===== src/shared/scg_pkg.sv =====
// scg_pkg: register map, field layout and mode codes of the sleep-mode
// clock gating block. assumes an AHB-Lite word bus, 32-bit data.
package scg_pkg;

    // ************************************************************
    // base and offsets
    // ************************************************************
    localparam logic [31:0] SCG_SYSCTL_BASE = 32'h400f_e000;
    localparam logic [11:0] SCG_OFS_RUN_GATE = 12'h100;
    localparam logic [11:0] SCG_OFS_SLEEP_GATE = 12'h110;
    localparam logic [11:0] SCG_OFS_DEEP_GATE = 12'h120;
    localparam logic [11:0] SCG_OFS_RUN_CFG = 12'h060;
    localparam logic [11:0] SCG_OFS_IRQ_STATUS = 12'h200;
    localparam logic [11:0] SCG_OFS_IRQ_MASK = 12'h204;

    // ************************************************************
    // field layout
    // ************************************************************
    localparam int SCG_BIT_CAN_UNIT_ZERO_CLOCK_GATE = 24;
    localparam int SCG_BIT_CONV = 16;
    localparam int SCG_BIT_RATE_HI = 9;
    localparam int SCG_BIT_RATE_LO = 8;
    localparam int SCG_BIT_HIB = 6;
    localparam int SCG_BIT_WDT = 3;
    localparam int SCG_BIT_ACG = 27;
    localparam logic [31:0] SCG_GATE_WMASK = 32'h0101_0348;
    localparam logic [31:0] SCG_GATE_RESET = 32'h0000_0040;
    localparam logic [31:0] SCG_CFG_WMASK = 32'h0800_0000;
    localparam logic [31:0] SCG_CFG_RESET = 32'h0000_0000;
    localparam logic [31:0] SCG_IRQ_WMASK = 32'h0000_0003;

    // irq status bits
    localparam int SCG_IRQ_FAULT = 0;
    localparam int SCG_IRQ_MODE = 1;

    // ************************************************************
    // enumerations
    // ************************************************************
    typedef enum logic [1:0] {
        SCG_RATE_125K = 2'h0,
        SCG_RATE_250K = 2'h1,
        SCG_RATE_500K = 2'h2
    } scg_rate_t;

    typedef enum logic [2:0] {
        SCG_MODE_RUN = 3'h1,
        SCG_MODE_SLEEP = 3'h2,
        SCG_MODE_DEEP = 3'h4
    } scg_mode_t;

    localparam int SCG_NUM_UNITS = 4;
endpackage


===== src/scg_fault_gate.sv =====
// scg_fault_gate: per-unit access screen; answers an AHB access to an
// unclocked unit with a two-cycle ERROR. assumes hclk domain only.
`timescale 1ns/100ps
module scg_fault_gate
    import scg_pkg::*;
(
    // clock and reset
    input wire logic hclk,
    input wire logic hresetn,
    // unit access request (address phase, from the unit decoder)
    input wire logic [SCG_NUM_UNITS-1:0] unit_sel,
    input wire logic access_valid,
    input wire logic hready,
    // current enables
    input wire logic [SCG_NUM_UNITS-1:0] unit_clk_en,
    // fault answer
    output logic fault_resp,
    output logic fault_ready,
    output logic fault_event
);
    typedef enum logic [2:0] {
        SCG_F_IDLE = 3'b001,
        SCG_F_ERR1 = 3'b010,
        SCG_F_ERR2 = 3'b100
    } scg_fstate_t;

    scg_fstate_t state;
    scg_fstate_t next_state;
    logic hit_gated;

    assign hit_gated = access_valid && hready &&
                       |(unit_sel & ~unit_clk_en);

    always_comb begin
        next_state = state;
        case (state)
            SCG_F_IDLE: begin
                if (hit_gated) begin
                    next_state = SCG_F_ERR1;
                end
            end
            SCG_F_ERR1: next_state = SCG_F_ERR2;
            // hready is high in the last error cycle, so a new address
            // phase is taken there and must not be dropped
            SCG_F_ERR2: begin
                if (hit_gated) begin
                    next_state = SCG_F_ERR1;
                end else begin
                    next_state = SCG_F_IDLE;
                end
            end
            default: next_state = SCG_F_IDLE;
        endcase
    end

    always_ff @(posedge hclk or negedge hresetn) begin
        if (!hresetn) begin
            state <= SCG_F_IDLE;
        end else begin
            state <= next_state;
        end
    end

    // two-cycle error per AHB-Lite: hready low then high
    assign fault_resp = (state != SCG_F_IDLE);
    assign fault_ready = (state != SCG_F_ERR1);
    assign fault_event = (state == SCG_F_ERR1);

    chk_fault_two_cycle: assert property (@(posedge hclk)
        disable iff (!hresetn)
        hit_gated && state != SCG_F_ERR1 |=> fault_resp && !fault_ready
        ##1 fault_resp && fault_ready)
        else $error("gated access not answered with error");
endmodule


===== src/scg_sleep_gating.sv =====
// scg_sleep_gating: sleep-mode clock gating register, mode selection of
// the gating word, unit enables and bus fault on unclocked units.
// assumes one AHB-Lite master, hclk at 40 MHz, async low reset.
//
// Overview of operation
// - a set gating bit clocks its unit; a clear bit stops it.
// - access to an unclocked unit gets an AHB error response.
// - gating bits reset cleared except bit 6; whole register resets to 0x00000040.
// - bit 6 gates hibernation, read/write, resets to one.
// - bit 3 gates watchdog, read/write, resets zero; gated access faults.
// - bits 9:8 select converter rate 500K, 250K or 125K; reset zero.
// - reserved bits are read-only and read as zero.
// - register sits at offset 0x110 from base 0x400fe000.
// - run word in run, sleep word in sleep, deep word in deep sleep.
// - sleep and deep words used only with auto gating select set, else run word.
`timescale 1ns/100ps
module scg_sleep_gating
    import scg_pkg::*;
(
    // clock and reset
    input wire logic hclk,
    input wire logic hresetn,
    // AHB-Lite slave
    input wire logic hsel,
    input wire logic [31:0] haddr,
    input wire logic [1:0] htrans,
    input wire logic hwrite,
    input wire logic [2:0] hsize,
    input wire logic [31:0] hwdata,
    input wire logic hready,
    output logic [31:0] hrdata,
    output logic hreadyout,
    output logic hresp,
    // unit window decode from the system address decoder
    input wire logic [SCG_NUM_UNITS-1:0] unit_sel,
    // processor power state
    input wire logic sleep_req,
    input wire logic deep_sleep_req,
    // gated unit clock enables
    output logic can_unit_zero_clock_gate_clk_en,
    output logic conv_clk_en,
    output logic hib_clk_en,
    output logic wdt_clk_en,
    output logic [1:0] conv_rate,
    // interrupt
    output logic irq
);
    // ************************************************************
    // address phase capture
    // ************************************************************
    function automatic logic ofs_hit(input logic [31:0] a,
                                     input logic [11:0] ofs);
        ofs_hit = (a[31:12] == SCG_SYSCTL_BASE[31:12]) && (a[11:0] == ofs);
    endfunction

    logic ap_ok;
    logic dp_wr;
    logic dp_rd;
    logic [31:0] dp_addr;
    logic [31:0] run_gate;
    logic [31:0] sleep_gate;
    logic [31:0] deep_gate;
    logic [31:0] run_cfg;
    logic [31:0] irq_status;
    logic [31:0] irq_mask;
    logic [31:0] next_rdata;
    logic [31:0] active_gate;
    logic [31:0] next_irq_status;
    logic [SCG_NUM_UNITS-1:0] unit_en;
    logic fault_resp;
    logic fault_ready;
    logic fault_event;
    logic mode_change;
    logic reg_sel_ok;
    scg_mode_t mode;
    scg_mode_t prev_mode;

    // register window excludes unit windows so faulting cannot hit it
    assign reg_sel_ok = hsel && ~|unit_sel;
    assign ap_ok = reg_sel_ok && hready && htrans[1];

    always_ff @(posedge hclk or negedge hresetn) begin
        if (!hresetn) begin
            dp_wr <= 1'b0;
            dp_rd <= 1'b0;
            dp_addr <= 32'h0000_0000;
        end else if (hready) begin
            dp_wr <= ap_ok && hwrite;
            dp_rd <= ap_ok && !hwrite;
            dp_addr <= haddr;
        end
    end

    // ************************************************************
    // register file
    // ************************************************************
    wire wr_run = dp_wr && ofs_hit(dp_addr, SCG_OFS_RUN_GATE);
    wire wr_sleep = dp_wr && ofs_hit(dp_addr, SCG_OFS_SLEEP_GATE);
    wire wr_deep = dp_wr && ofs_hit(dp_addr, SCG_OFS_DEEP_GATE);
    wire wr_cfg = dp_wr && ofs_hit(dp_addr, SCG_OFS_RUN_CFG);
    wire wr_stat = dp_wr && ofs_hit(dp_addr, SCG_OFS_IRQ_STATUS);
    wire wr_mask = dp_wr && ofs_hit(dp_addr, SCG_OFS_IRQ_MASK);

    // reserved bits never store, so they read as zero
    always_ff @(posedge hclk or negedge hresetn) begin
        if (!hresetn) begin
            sleep_gate <= SCG_GATE_RESET;
        end else if (wr_sleep) begin
            sleep_gate <= hwdata & SCG_GATE_WMASK;
        end
    end

    always_ff @(posedge hclk or negedge hresetn) begin
        if (!hresetn) begin
            run_gate <= SCG_GATE_RESET;
            deep_gate <= SCG_GATE_RESET;
        end else begin
            if (wr_run) begin
                run_gate <= hwdata & SCG_GATE_WMASK;
            end
            if (wr_deep) begin
                deep_gate <= hwdata & SCG_GATE_WMASK;
            end
        end
    end

    always_ff @(posedge hclk or negedge hresetn) begin
        if (!hresetn) begin
            run_cfg <= SCG_CFG_RESET;
            irq_mask <= 32'h0000_0000;
        end else begin
            if (wr_cfg) begin
                run_cfg <= hwdata & SCG_CFG_WMASK;
            end
            if (wr_mask) begin
                irq_mask <= hwdata & SCG_IRQ_WMASK;
            end
        end
    end

    // ************************************************************
    // mode and gating selection
    // ************************************************************
    wire auto_clock_gating_select = run_cfg[SCG_BIT_ACG];

    assign mode = deep_sleep_req ? SCG_MODE_DEEP :
                  sleep_req ? SCG_MODE_SLEEP : SCG_MODE_RUN;

    // without auto gating every low-power state keeps the run word
    assign active_gate = !auto_clock_gating_select ? run_gate :
                         (mode == SCG_MODE_SLEEP) ? sleep_gate :
                         (mode == SCG_MODE_DEEP) ? deep_gate :
                         run_gate;

    assign can_unit_zero_clock_gate_clk_en = active_gate[SCG_BIT_CAN_UNIT_ZERO_CLOCK_GATE];
    assign conv_clk_en = active_gate[SCG_BIT_CONV];
    assign hib_clk_en = active_gate[SCG_BIT_HIB];
    assign wdt_clk_en = active_gate[SCG_BIT_WDT];
    assign conv_rate = active_gate[SCG_BIT_RATE_HI:SCG_BIT_RATE_LO];
    assign unit_en = {can_unit_zero_clock_gate_clk_en, conv_clk_en, hib_clk_en, wdt_clk_en};

    // ************************************************************
    // bus fault on gated units
    // ************************************************************
    scg_fault_gate u_fault (
        .hclk(hclk),
        .hresetn(hresetn),
        .unit_sel(unit_sel),
        .access_valid(htrans[1]),
        .hready(hready),
        .unit_clk_en(unit_en),
        .fault_resp(fault_resp),
        .fault_ready(fault_ready),
        .fault_event(fault_event)
    );

    assign hresp = fault_resp;
    assign hreadyout = fault_ready;

    // ************************************************************
    // read data
    // ************************************************************
    always_comb begin
        next_rdata = 32'h0000_0000;
        if (ofs_hit(dp_addr, SCG_OFS_SLEEP_GATE)) begin
            next_rdata = sleep_gate;
        end else if (ofs_hit(dp_addr, SCG_OFS_RUN_GATE)) begin
            next_rdata = run_gate;
        end else if (ofs_hit(dp_addr, SCG_OFS_DEEP_GATE)) begin
            next_rdata = deep_gate;
        end else if (ofs_hit(dp_addr, SCG_OFS_RUN_CFG)) begin
            next_rdata = run_cfg;
        end else if (ofs_hit(dp_addr, SCG_OFS_IRQ_STATUS)) begin
            next_rdata = irq_status;
        end else if (ofs_hit(dp_addr, SCG_OFS_IRQ_MASK)) begin
            next_rdata = irq_mask;
        end
    end

    // zero-wait: data phase drives the addressed word combinationally
    assign hrdata = dp_rd ? next_rdata : 32'h0000_0000;

    // ************************************************************
    // interrupts
    // ************************************************************
    always_ff @(posedge hclk or negedge hresetn) begin
        if (!hresetn) begin
            prev_mode <= SCG_MODE_RUN;
        end else begin
            prev_mode <= mode;
        end
    end

    assign mode_change = (prev_mode != mode);

    // a set arriving with its own clear wins
    always_comb begin
        next_irq_status = irq_status;
        if (wr_stat) begin
            next_irq_status = irq_status & ~(hwdata & SCG_IRQ_WMASK);
        end
        if (fault_event) begin
            next_irq_status[SCG_IRQ_FAULT] = 1'b1;
        end
        if (mode_change) begin
            next_irq_status[SCG_IRQ_MODE] = 1'b1;
        end
    end

    always_ff @(posedge hclk or negedge hresetn) begin
        if (!hresetn) begin
            irq_status <= 32'h0000_0000;
        end else begin
            irq_status <= next_irq_status;
        end
    end

    assign irq = |(irq_status & irq_mask);

    // ************************************************************
    // checks
    // ************************************************************
    chk_sleep_word_used: assert property (@(posedge hclk)
        disable iff (!hresetn)
        auto_clock_gating_select && sleep_req && !deep_sleep_req |->
        hib_clk_en == sleep_gate[SCG_BIT_HIB] &&
        wdt_clk_en == sleep_gate[SCG_BIT_WDT])
        else $error("sleep word not applied in sleep");

    chk_no_acg_run: assert property (@(posedge hclk)
        disable iff (!hresetn)
        !auto_clock_gating_select |-> can_unit_zero_clock_gate_clk_en == run_gate[SCG_BIT_CAN_UNIT_ZERO_CLOCK_GATE] &&
        conv_clk_en == run_gate[SCG_BIT_CONV])
        else $error("run word not in force without auto gating");

    chk_reserved_zero: assert property (@(posedge hclk)
        disable iff (!hresetn)
        (sleep_gate & ~SCG_GATE_WMASK) == 32'h0000_0000)
        else $error("reserved bit stored");

    chk_sleep_write: assert property (@(posedge hclk)
        disable iff (!hresetn)
        wr_sleep |=> sleep_gate == ($past(hwdata) & SCG_GATE_WMASK))
        else $error("sleep word write lost");

    chk_sleep_readback: assert property (@(posedge hclk)
        disable iff (!hresetn)
        dp_rd && ofs_hit(dp_addr, SCG_OFS_SLEEP_GATE) |->
        hrdata == sleep_gate)
        else $error("sleep word readback wrong");

    chk_rate_follows: assert property (@(posedge hclk)
        disable iff (!hresetn)
        auto_clock_gating_select && sleep_req && !deep_sleep_req |->
        conv_rate == sleep_gate[SCG_BIT_RATE_HI:SCG_BIT_RATE_LO])
        else $error("rate field not applied");

    chk_fault_gated: assert property (@(posedge hclk)
        disable iff (!hresetn)
        htrans[1] && hready && unit_sel[0] && !wdt_clk_en &&
        !fault_resp |=> hresp ##1 hresp && hreadyout)
        else $error("watchdog gated access did not fault");

    chk_enabled_ok: assert property (@(posedge hclk)
        disable iff (!hresetn)
        htrans[1] && hready && !fault_resp &&
        |unit_sel && (unit_sel & ~unit_en) == '0 |=> !hresp)
        else $error("clocked unit access faulted");

    chk_reset_value: assert property (@(posedge hclk)
        $rose(hresetn) |-> sleep_gate == SCG_GATE_RESET)
        else $error("reset value wrong");

    chk_hib_reset: assert property (@(posedge hclk)
        $rose(hresetn) |-> hib_clk_en && !wdt_clk_en &&
        !can_unit_zero_clock_gate_clk_en && !conv_clk_en)
        else $error("unit enables wrong after reset");

    chk_fault_status: assert property (@(posedge hclk)
        disable iff (!hresetn)
        fault_event |=> irq_status[SCG_IRQ_FAULT])
        else $error("gated access fault not recorded");
endmodule


===== config.mk =====
export PLATFORM = sky130hd
export DESIGN_NAME = scg_sleep_gating
export DESIGN_NICKNAME = d
export VERILOG_FILES = /design/src/shared/scg_pkg.sv /design/src/scg_fault_gate.sv /design/src/scg_sleep_gating.sv
export SDC_FILE = /design/constraint.sdc
export NUM_CORES = 1
export LEC_CHECK = 0
export ABC_AREA = 1
export BUFFER_PORTS_ARGS = -buffer_cell sky130_fd_sc_hd__buf_2
export CORE_UTILIZATION = 46
export DETAILED_ROUTE_END_ITERATION = 6
export GPL_ROUTABILITY_DRIVEN = 0
export PLACE_DENSITY = 0.77
export SETUP_SLACK_MARGIN = 0.5
export SYNTH_ARGS = -nofsm -noshare
export SYNTH_HDL_FRONTEND = slang
export SYNTH_SLANG_ARGS = --single-unit

===== constraint.sdc =====
create_clock -name hclk -period 1.9 [get_ports hclk]
set_clock_uncertainty 0.1 [all_clocks]
set_input_delay 0.38 -clock hclk [delete_from_list [all_inputs] [get_ports hclk]]
set_output_delay 0.38 -clock hclk [all_outputs]
set_load 0.1 [all_outputs]

[After elaboration in Yosys (flattened, before gate mapping)]
Index checks and enable logic that the tools add are counted.
W data, S select, Z words.
Word-level totals
  flip-flop bits (word level): 93
  latch bits: 0
  memory bits (writable): 0
  memory bits (read-only): 0
  bits of input ports: 80
  output and inout port bits: 41
  word-level logic and storage cells: 78
  memories kept: 0
Cells by class
  add/subtract/negate cells: 0
  multipliers: 0
  div/mod/pow operators: 0
  magnitude comparators: 0
  equal/unequal tests: 16
  shifts and indexed selects: 0
  multiplexer cells: 18
  bitwise gates (word level): 5
  reduce and logical (&&, ||, !) cells: 26
Operator list (count)
  $mux W32: 6
  $mux W25: 3
  $eq A12 B9 Y1 const B: 3
  $and A32 B2 Y32: 1
  $and A32 B32 Y32: 1
  $not A2 Y32: 1
  $reduce_or A32 Y1: 1
  $eq A12 B10 Y1 const B: 2
  $eq A20 B19 Y1 const B: 1
  $logic_and A1 B1 Y1: 19
  $eq A12 B7 Y1 const B: 1
  $pmux W3 S3: 1
  $mux W2: 4
  $reduce_or A4 Y1: 2
  $eq A3 B2 Y1 const B: 2
  $eq A3 B3 Y1 const B: 2
  $mux W3: 2
  $and A4 B4 Y4: 1
  $not A4 Y4: 1
  $reduce_bool A2 Y1: 2
  $eq A3 B1 Y1 const B: 1
  $ne A3 B1 Y1 const B: 1
  $ne A3 B2 Y1 const B: 1
  $ne A3 B3 Y1: 1
  other kinds (3): 5

[Depth between registers and ports, before layout]
  word-level depth: 12
  depth in mapped cells: 11
  depth with buffers taken out: 10

[Cells and area by module]
Synthesis repeated with hierarchy kept, for this count alone.
Second synthesis, totals
  cell total of the unflattened synthesis: 404
  area, all modules: 3394.5 um^2
By module, submodules not included
  scg_sleep_gating: instances 1, cells each 374, area an instance 3195.6 um^2, seq. area each 1506.4 um^2
  scg_fault_gate: instances 1, cells each 30, area an instance 198.9 um^2, seq. area each 76.3 um^2

[Worst setup path after synthesis]
OpenSTA, ideal clock, no wires.
  kind: flip-flop to output port
  start point: reg irq_status[0]
  end point: out irq
  data arrival time: 2491 ps
  required time: 1420 ps
  setup slack: -1071 ps
  cell stages (with the launch flop): 3
  buffers on the path: 0
  cells stage by stage: dfrtp_1 inv_1 o21ai_0
Between the ends
  cells in the longest elaborated chain, start to end: 2
Ends and longest elaborated chain
  start: declaration: RTL line scg_sleep_gating.sv:64  | logic [31:0] irq_status;
  start signal: assignment: RTL line scg_sleep_gating.sv:234  | irq_status <= next_irq_status;
  $and A32 B2 Y32: RTL line scg_sleep_gating.sv:238  | assign irq = |(irq_status & irq_mask);
  $reduce_or A32 Y1: RTL line scg_sleep_gating.sv:238
  end: declaration: RTL line scg_sleep_gating.sv:46  | output logic irq
No other way between the ends.

[Final worst setup path]
  start point: reg dp_addr[0]
  end point: out hrdata[24]
Between the ends
  cells in the longest elaborated chain, start to end: 8
Ends and longest elaborated chain
  start: declaration: RTL line scg_sleep_gating.sv:59  | logic [31:0] dp_addr;
  start signal: assignment: RTL line scg_sleep_gating.sv:90  | dp_addr <= haddr;
  $eq A12 B10 Y1: RTL line scg_sleep_gating.sv:53  | ofs_hit = (a[31:12] == SCG_SYSCTL_BASE[31:12]) && (a[11:0] == ofs);
  $logic_and A1 B1 Y1: RTL line scg_sleep_gating.sv:53
  $mux W32: RTL line scg_sleep_gating.sv:193  | end else if (ofs_hit(dp_addr, SCG_OFS_IRQ_STATUS)) begin
  $mux W32: RTL line scg_sleep_gating.sv:191  | end else if (ofs_hit(dp_addr, SCG_OFS_RUN_CFG)) begin
  $mux W32: RTL line scg_sleep_gating.sv:189  | end else if (ofs_hit(dp_addr, SCG_OFS_DEEP_GATE)) begin
  $mux W32: RTL line scg_sleep_gating.sv:187  | end else if (ofs_hit(dp_addr, SCG_OFS_RUN_GATE)) begin
  $mux W32 (*): RTL line scg_sleep_gating.sv:185  | if (ofs_hit(dp_addr, SCG_OFS_SLEEP_GATE)) begin
  $mux W32 (*): RTL line scg_sleep_gating.sv:201  | assign hrdata = dp_rd ? next_rdata : 32'h0000_0000;
  end: declaration: RTL line scg_sleep_gating.sv:31  | output logic [31:0] hrdata,
Mark *: on every way between the ends. The rest lies on a longest branch, timed or not.

==> results.sh <==
export IMPL_status="finished, violations left"
export IMPL_violations="negative setup slack"
export IMPL_die_h_um=89.4
export IMPL_grtUsageTotal_pct=24.7
export IMPL_comb_power_share_pct=25.2
export IMPL_finalCritPeriodShare_pct=140
export IMPL_seqCellArea_mm2=0.00159
export IMPL_drt_wl_total_mm=11.6
export IMPL_worstSetupStartpoint="dp_addr[0]$_DFFE_PN0P_"
export IMPL_cts_tree="built"
export IMPL_cts_buffers=9
export IMPL_clock_path_buffers=2
export IMPL_fill_cells=465
export IMPL_p_sw_w=0.00129
export IMPL_mostFrequentLayoutCells="nand2_1, dfrtp_1, buf_4"
export IMPL_final_cell_area_mm2=0.00557
export IMPL_grt_pass1_wl_mm=14.8
export IMPL_p_seq_share_pct=40.7
export IMPL_antennaDiodeCount=0
export IMPL_start_util_pct=47.9
export IMPL_reg2reg_setup_slack_ps=-190
export IMPL_routed_via_count=3801
export IMPL_fin_cells=712
export IMPL_layout_setup_ws_ps=-757
export IMPL_clk_pin_slew_ps=80
export IMPL_grt_pass1_vias=3317
export IMPL_coreArea_mm2=0.00733
export IMPL_die_w_um=89.4
export IMPL_grt_ovfl_total=0
export IMPL_dieArea_mm2=0.00799
export IMPL_swShare_pct=35.2
export IMPL_ys_types=34
export IMPL_synth_edf_count=0
export IMPL_area_growth_pct=58.4
export IMPL_finalMaxSlewViolations=0
export IMPL_drc=0
export IMPL_hold_violations=0
export IMPL_antenna_found_initial=0
export IMPL_place_area_mm2=0.00454
export IMPL_io_buffers=70
export IMPL_syn_area_per_cell_um2=7.54
export IMPL_antenna_left=0
export IMPL_setup_viol_count_final=18
export IMPL_drive_gt1_share_pct=49.3
export IMPL_first_pass_iters=7
export IMPL_crit_type="reg2out"
export IMPL_h_tree_depth=3
export IMPL_hpwl_mm=6.38
export IMPL_ys_async_sr_fraction_pct=100
export IMPL_max_freq_mhz=376
export IMPL_critPathCapture="hrdata[24]"
export IMPL_cp_required_ps=1420
export IMPL_grt_max_degree=64
export IMPL_r2r_start="dp_addr[0]$_DFFE_PN0P_"
export IMPL_syn_inst=466
export IMPL_rr_endpoint="deep_gate[24]$_DFFE_PN0P_"
export IMPL_power_leakage_nw=2.81
export IMPL_dp_slack_ps=-331
export IMPL_vias_per_cell=5.34
export IMPL_dp_cells=650
export IMPL_maxCapViolCount=0
export IMPL_num_rows=31
export IMPL_rsz0062_at_grt="yes"
export IMPL_relSlewSlack_pct=64.4
export IMPL_synth_yosys_warnings=0
export IMPL_clk_latency_ps=370
export IMPL_drtIter0Drc=370
export IMPL_whs_ps=117
export IMPL_fin_nets=688
export IMPL_worstSetupEndpointType="output pin"
export IMPL_clock_sinks=63
export IMPL_synth_seq_area_share_pct=45.0
export IMPL_finish_utilization_pct=75.9
export IMPL_min_path_type="in2reg"
export IMPL_ys_flop_type="dfrtp_1"
export IMPL_arrival_ps=2180
export IMPL_ioPinCount=121
export IMPL_synth_seq_cells=63
export IMPL_peakVddDrop_uv=528
export IMPL_timing_final_crit_period_ps=2660
export IMPL_wire_per_inst_um=16.2
export IMPL_multi_input_area_mm2=0.00211
export IMPL_crit_path_max_fanout=13
export IMPL_r2r_cells=9
export IMPL_final_common_cell="nand2_1"
export IMPL_cp_start_kind="flop"
export IMPL_tightest_slew_ps=529
export IMPL_intPower_w=0.00237
export IMPL_clockPowerShare_pct=34.1
export IMPL_synth_cell_area_mm2=0.00351
export IMPL_cts_root_buf="clkbuf_8"
export IMPL_power_density_mw_per_mm2=657
-- logic make-up after synthesis --
kind of cell / Yosys count / synth area share, %
buffers and inverters: 96 / 14.0
AND/OR/NAND/NOR: 245 / 31.1
flip-flops: 63 / 45.0
AO/OA/AOI/OAI: 60 / 9.58
XOR/XNOR: 1 / 0.249
other: 1 / 0.107
-- synthesized netlist by cell type (2+ instances only) --
cell type / count / area share [%]
a22o_1: 2 / 0.50
and2_1: 2 / 0.36
buf_2: 2 / 0.28
buf_4: 23 / 4.9
buf_6: 4 / 1.3
clkbuf_1: 8 / 0.85
dfrtp_1: 58 / 41
dfstp_2: 5 / 3.7
inv_1: 53 / 5.7
inv_2: 4 / 0.43
nand2_1: 147 / 16
nand2_2: 3 / 0.53
nand3_1: 32 / 4.6
nand3_2: 4 / 1.1
nand4_1: 7 / 1.2
nor2_1: 37 / 4.0
nor2_4: 3 / 0.96
nor3_1: 3 / 0.43
o21ai_0: 27 / 3.8
o21ai_1: 23 / 3.3
o21ai_2: 6 / 1.5
-- per-layer routing --
layer	part of all wire [%]	vias to the layer above	global-route usage (%)	wire length [um]
met5	0	-	0	0
met1	38	1785	28.5	4350
met4	5.7	0	14.3	663
met3	6.7	74	5.45	776
li1	-	1710	-	-
met2	50	232	42.2	5760
-- final cells by class --
type                    count  area share [%]
well taps                  99            2.23
clock buffers              10            2.47
inverters                  58            4.68
multi-input cells         332            37.9
clock inverters             6            1.24
flip-flops and latches     63            28.5
repair buffers            144            23.0
-- power by group through the flow --
stage                     combinational [W]  clock, W  sequential, W
final                              0.000922   0.00125        0.00149
after global routing               0.000987   0.00130        0.00149
after CTS                          0.000871   0.00121        0.00148
after detailed placement           0.000791         0        0.00150
after global placement             0.000773         0        0.00150
after floorplan                    0.000592         0        0.00149
-- worst min-delay path by stage --
stage / start / end / slack (ps) / cells past startpoint
after floorplan: hresetn / deep_gate[16]$_DFFE_PN0P_ / -20 / 0
after global placement: hresetn / dp_addr[26]$_DFFE_PN0P_ / 310 / 2
after detailed placement: hresetn / dp_addr[26]$_DFFE_PN0P_ / 320 / 2
after CTS: haddr[15] / dp_addr[15]$_DFFE_PN0P_ / 120 / 3
after global routing: haddr[15] / dp_addr[15]$_DFFE_PN0P_ / 130 / 3
final: haddr[15] / dp_addr[15]$_DFFE_PN0P_ / 120 / 3
-- what timing repair did --
item | 4_1_cts | 5_1_grt
cloned | 1 | 2
setup buffers | 12 | 30
setup endpoints to repair | 43 | 43
gates resized for setup | 60 | 63
pin swaps | 25 | 40
hold endpoints to repair | 58 | 0
hold buffers | 1 | 0
-- worst max-delay path, stage by stage (launching register included) --
cell,delay (ps)
dfrtp_1,390
nor2_2,150
nand2_2,120
nor2_4,130
and2_4,250
nor2_1,100
nand2_1,110
nand3_2,110
nand2_4,100
clkinvlp_4,150
buf_12,200
-- flip-flops by register name, summed over array words and instances (netlist names) --
register / cells
dp_addr: 32
run_cfg: 1
u_fault.state: 3
prev_mode: 3
run_gate: 6
dp_wr: 1
deep_gate: 6
sleep_gate: 6
irq_mask: 2
dp_rd: 1
irq_status: 2
-- metrics by stage --
stage | power (W) | TNS [ps]
final | 0.00366 | -6480
after CTS | 0.00356 | -5150
after global placement | 0.00227 | -2120
after floorplan | 0.00208 | -3350
after global routing | 0.00378 | -8780
after detailed placement | 0.00230 | -2600
No activity file was read; power rests on OpenSTA's default activity.
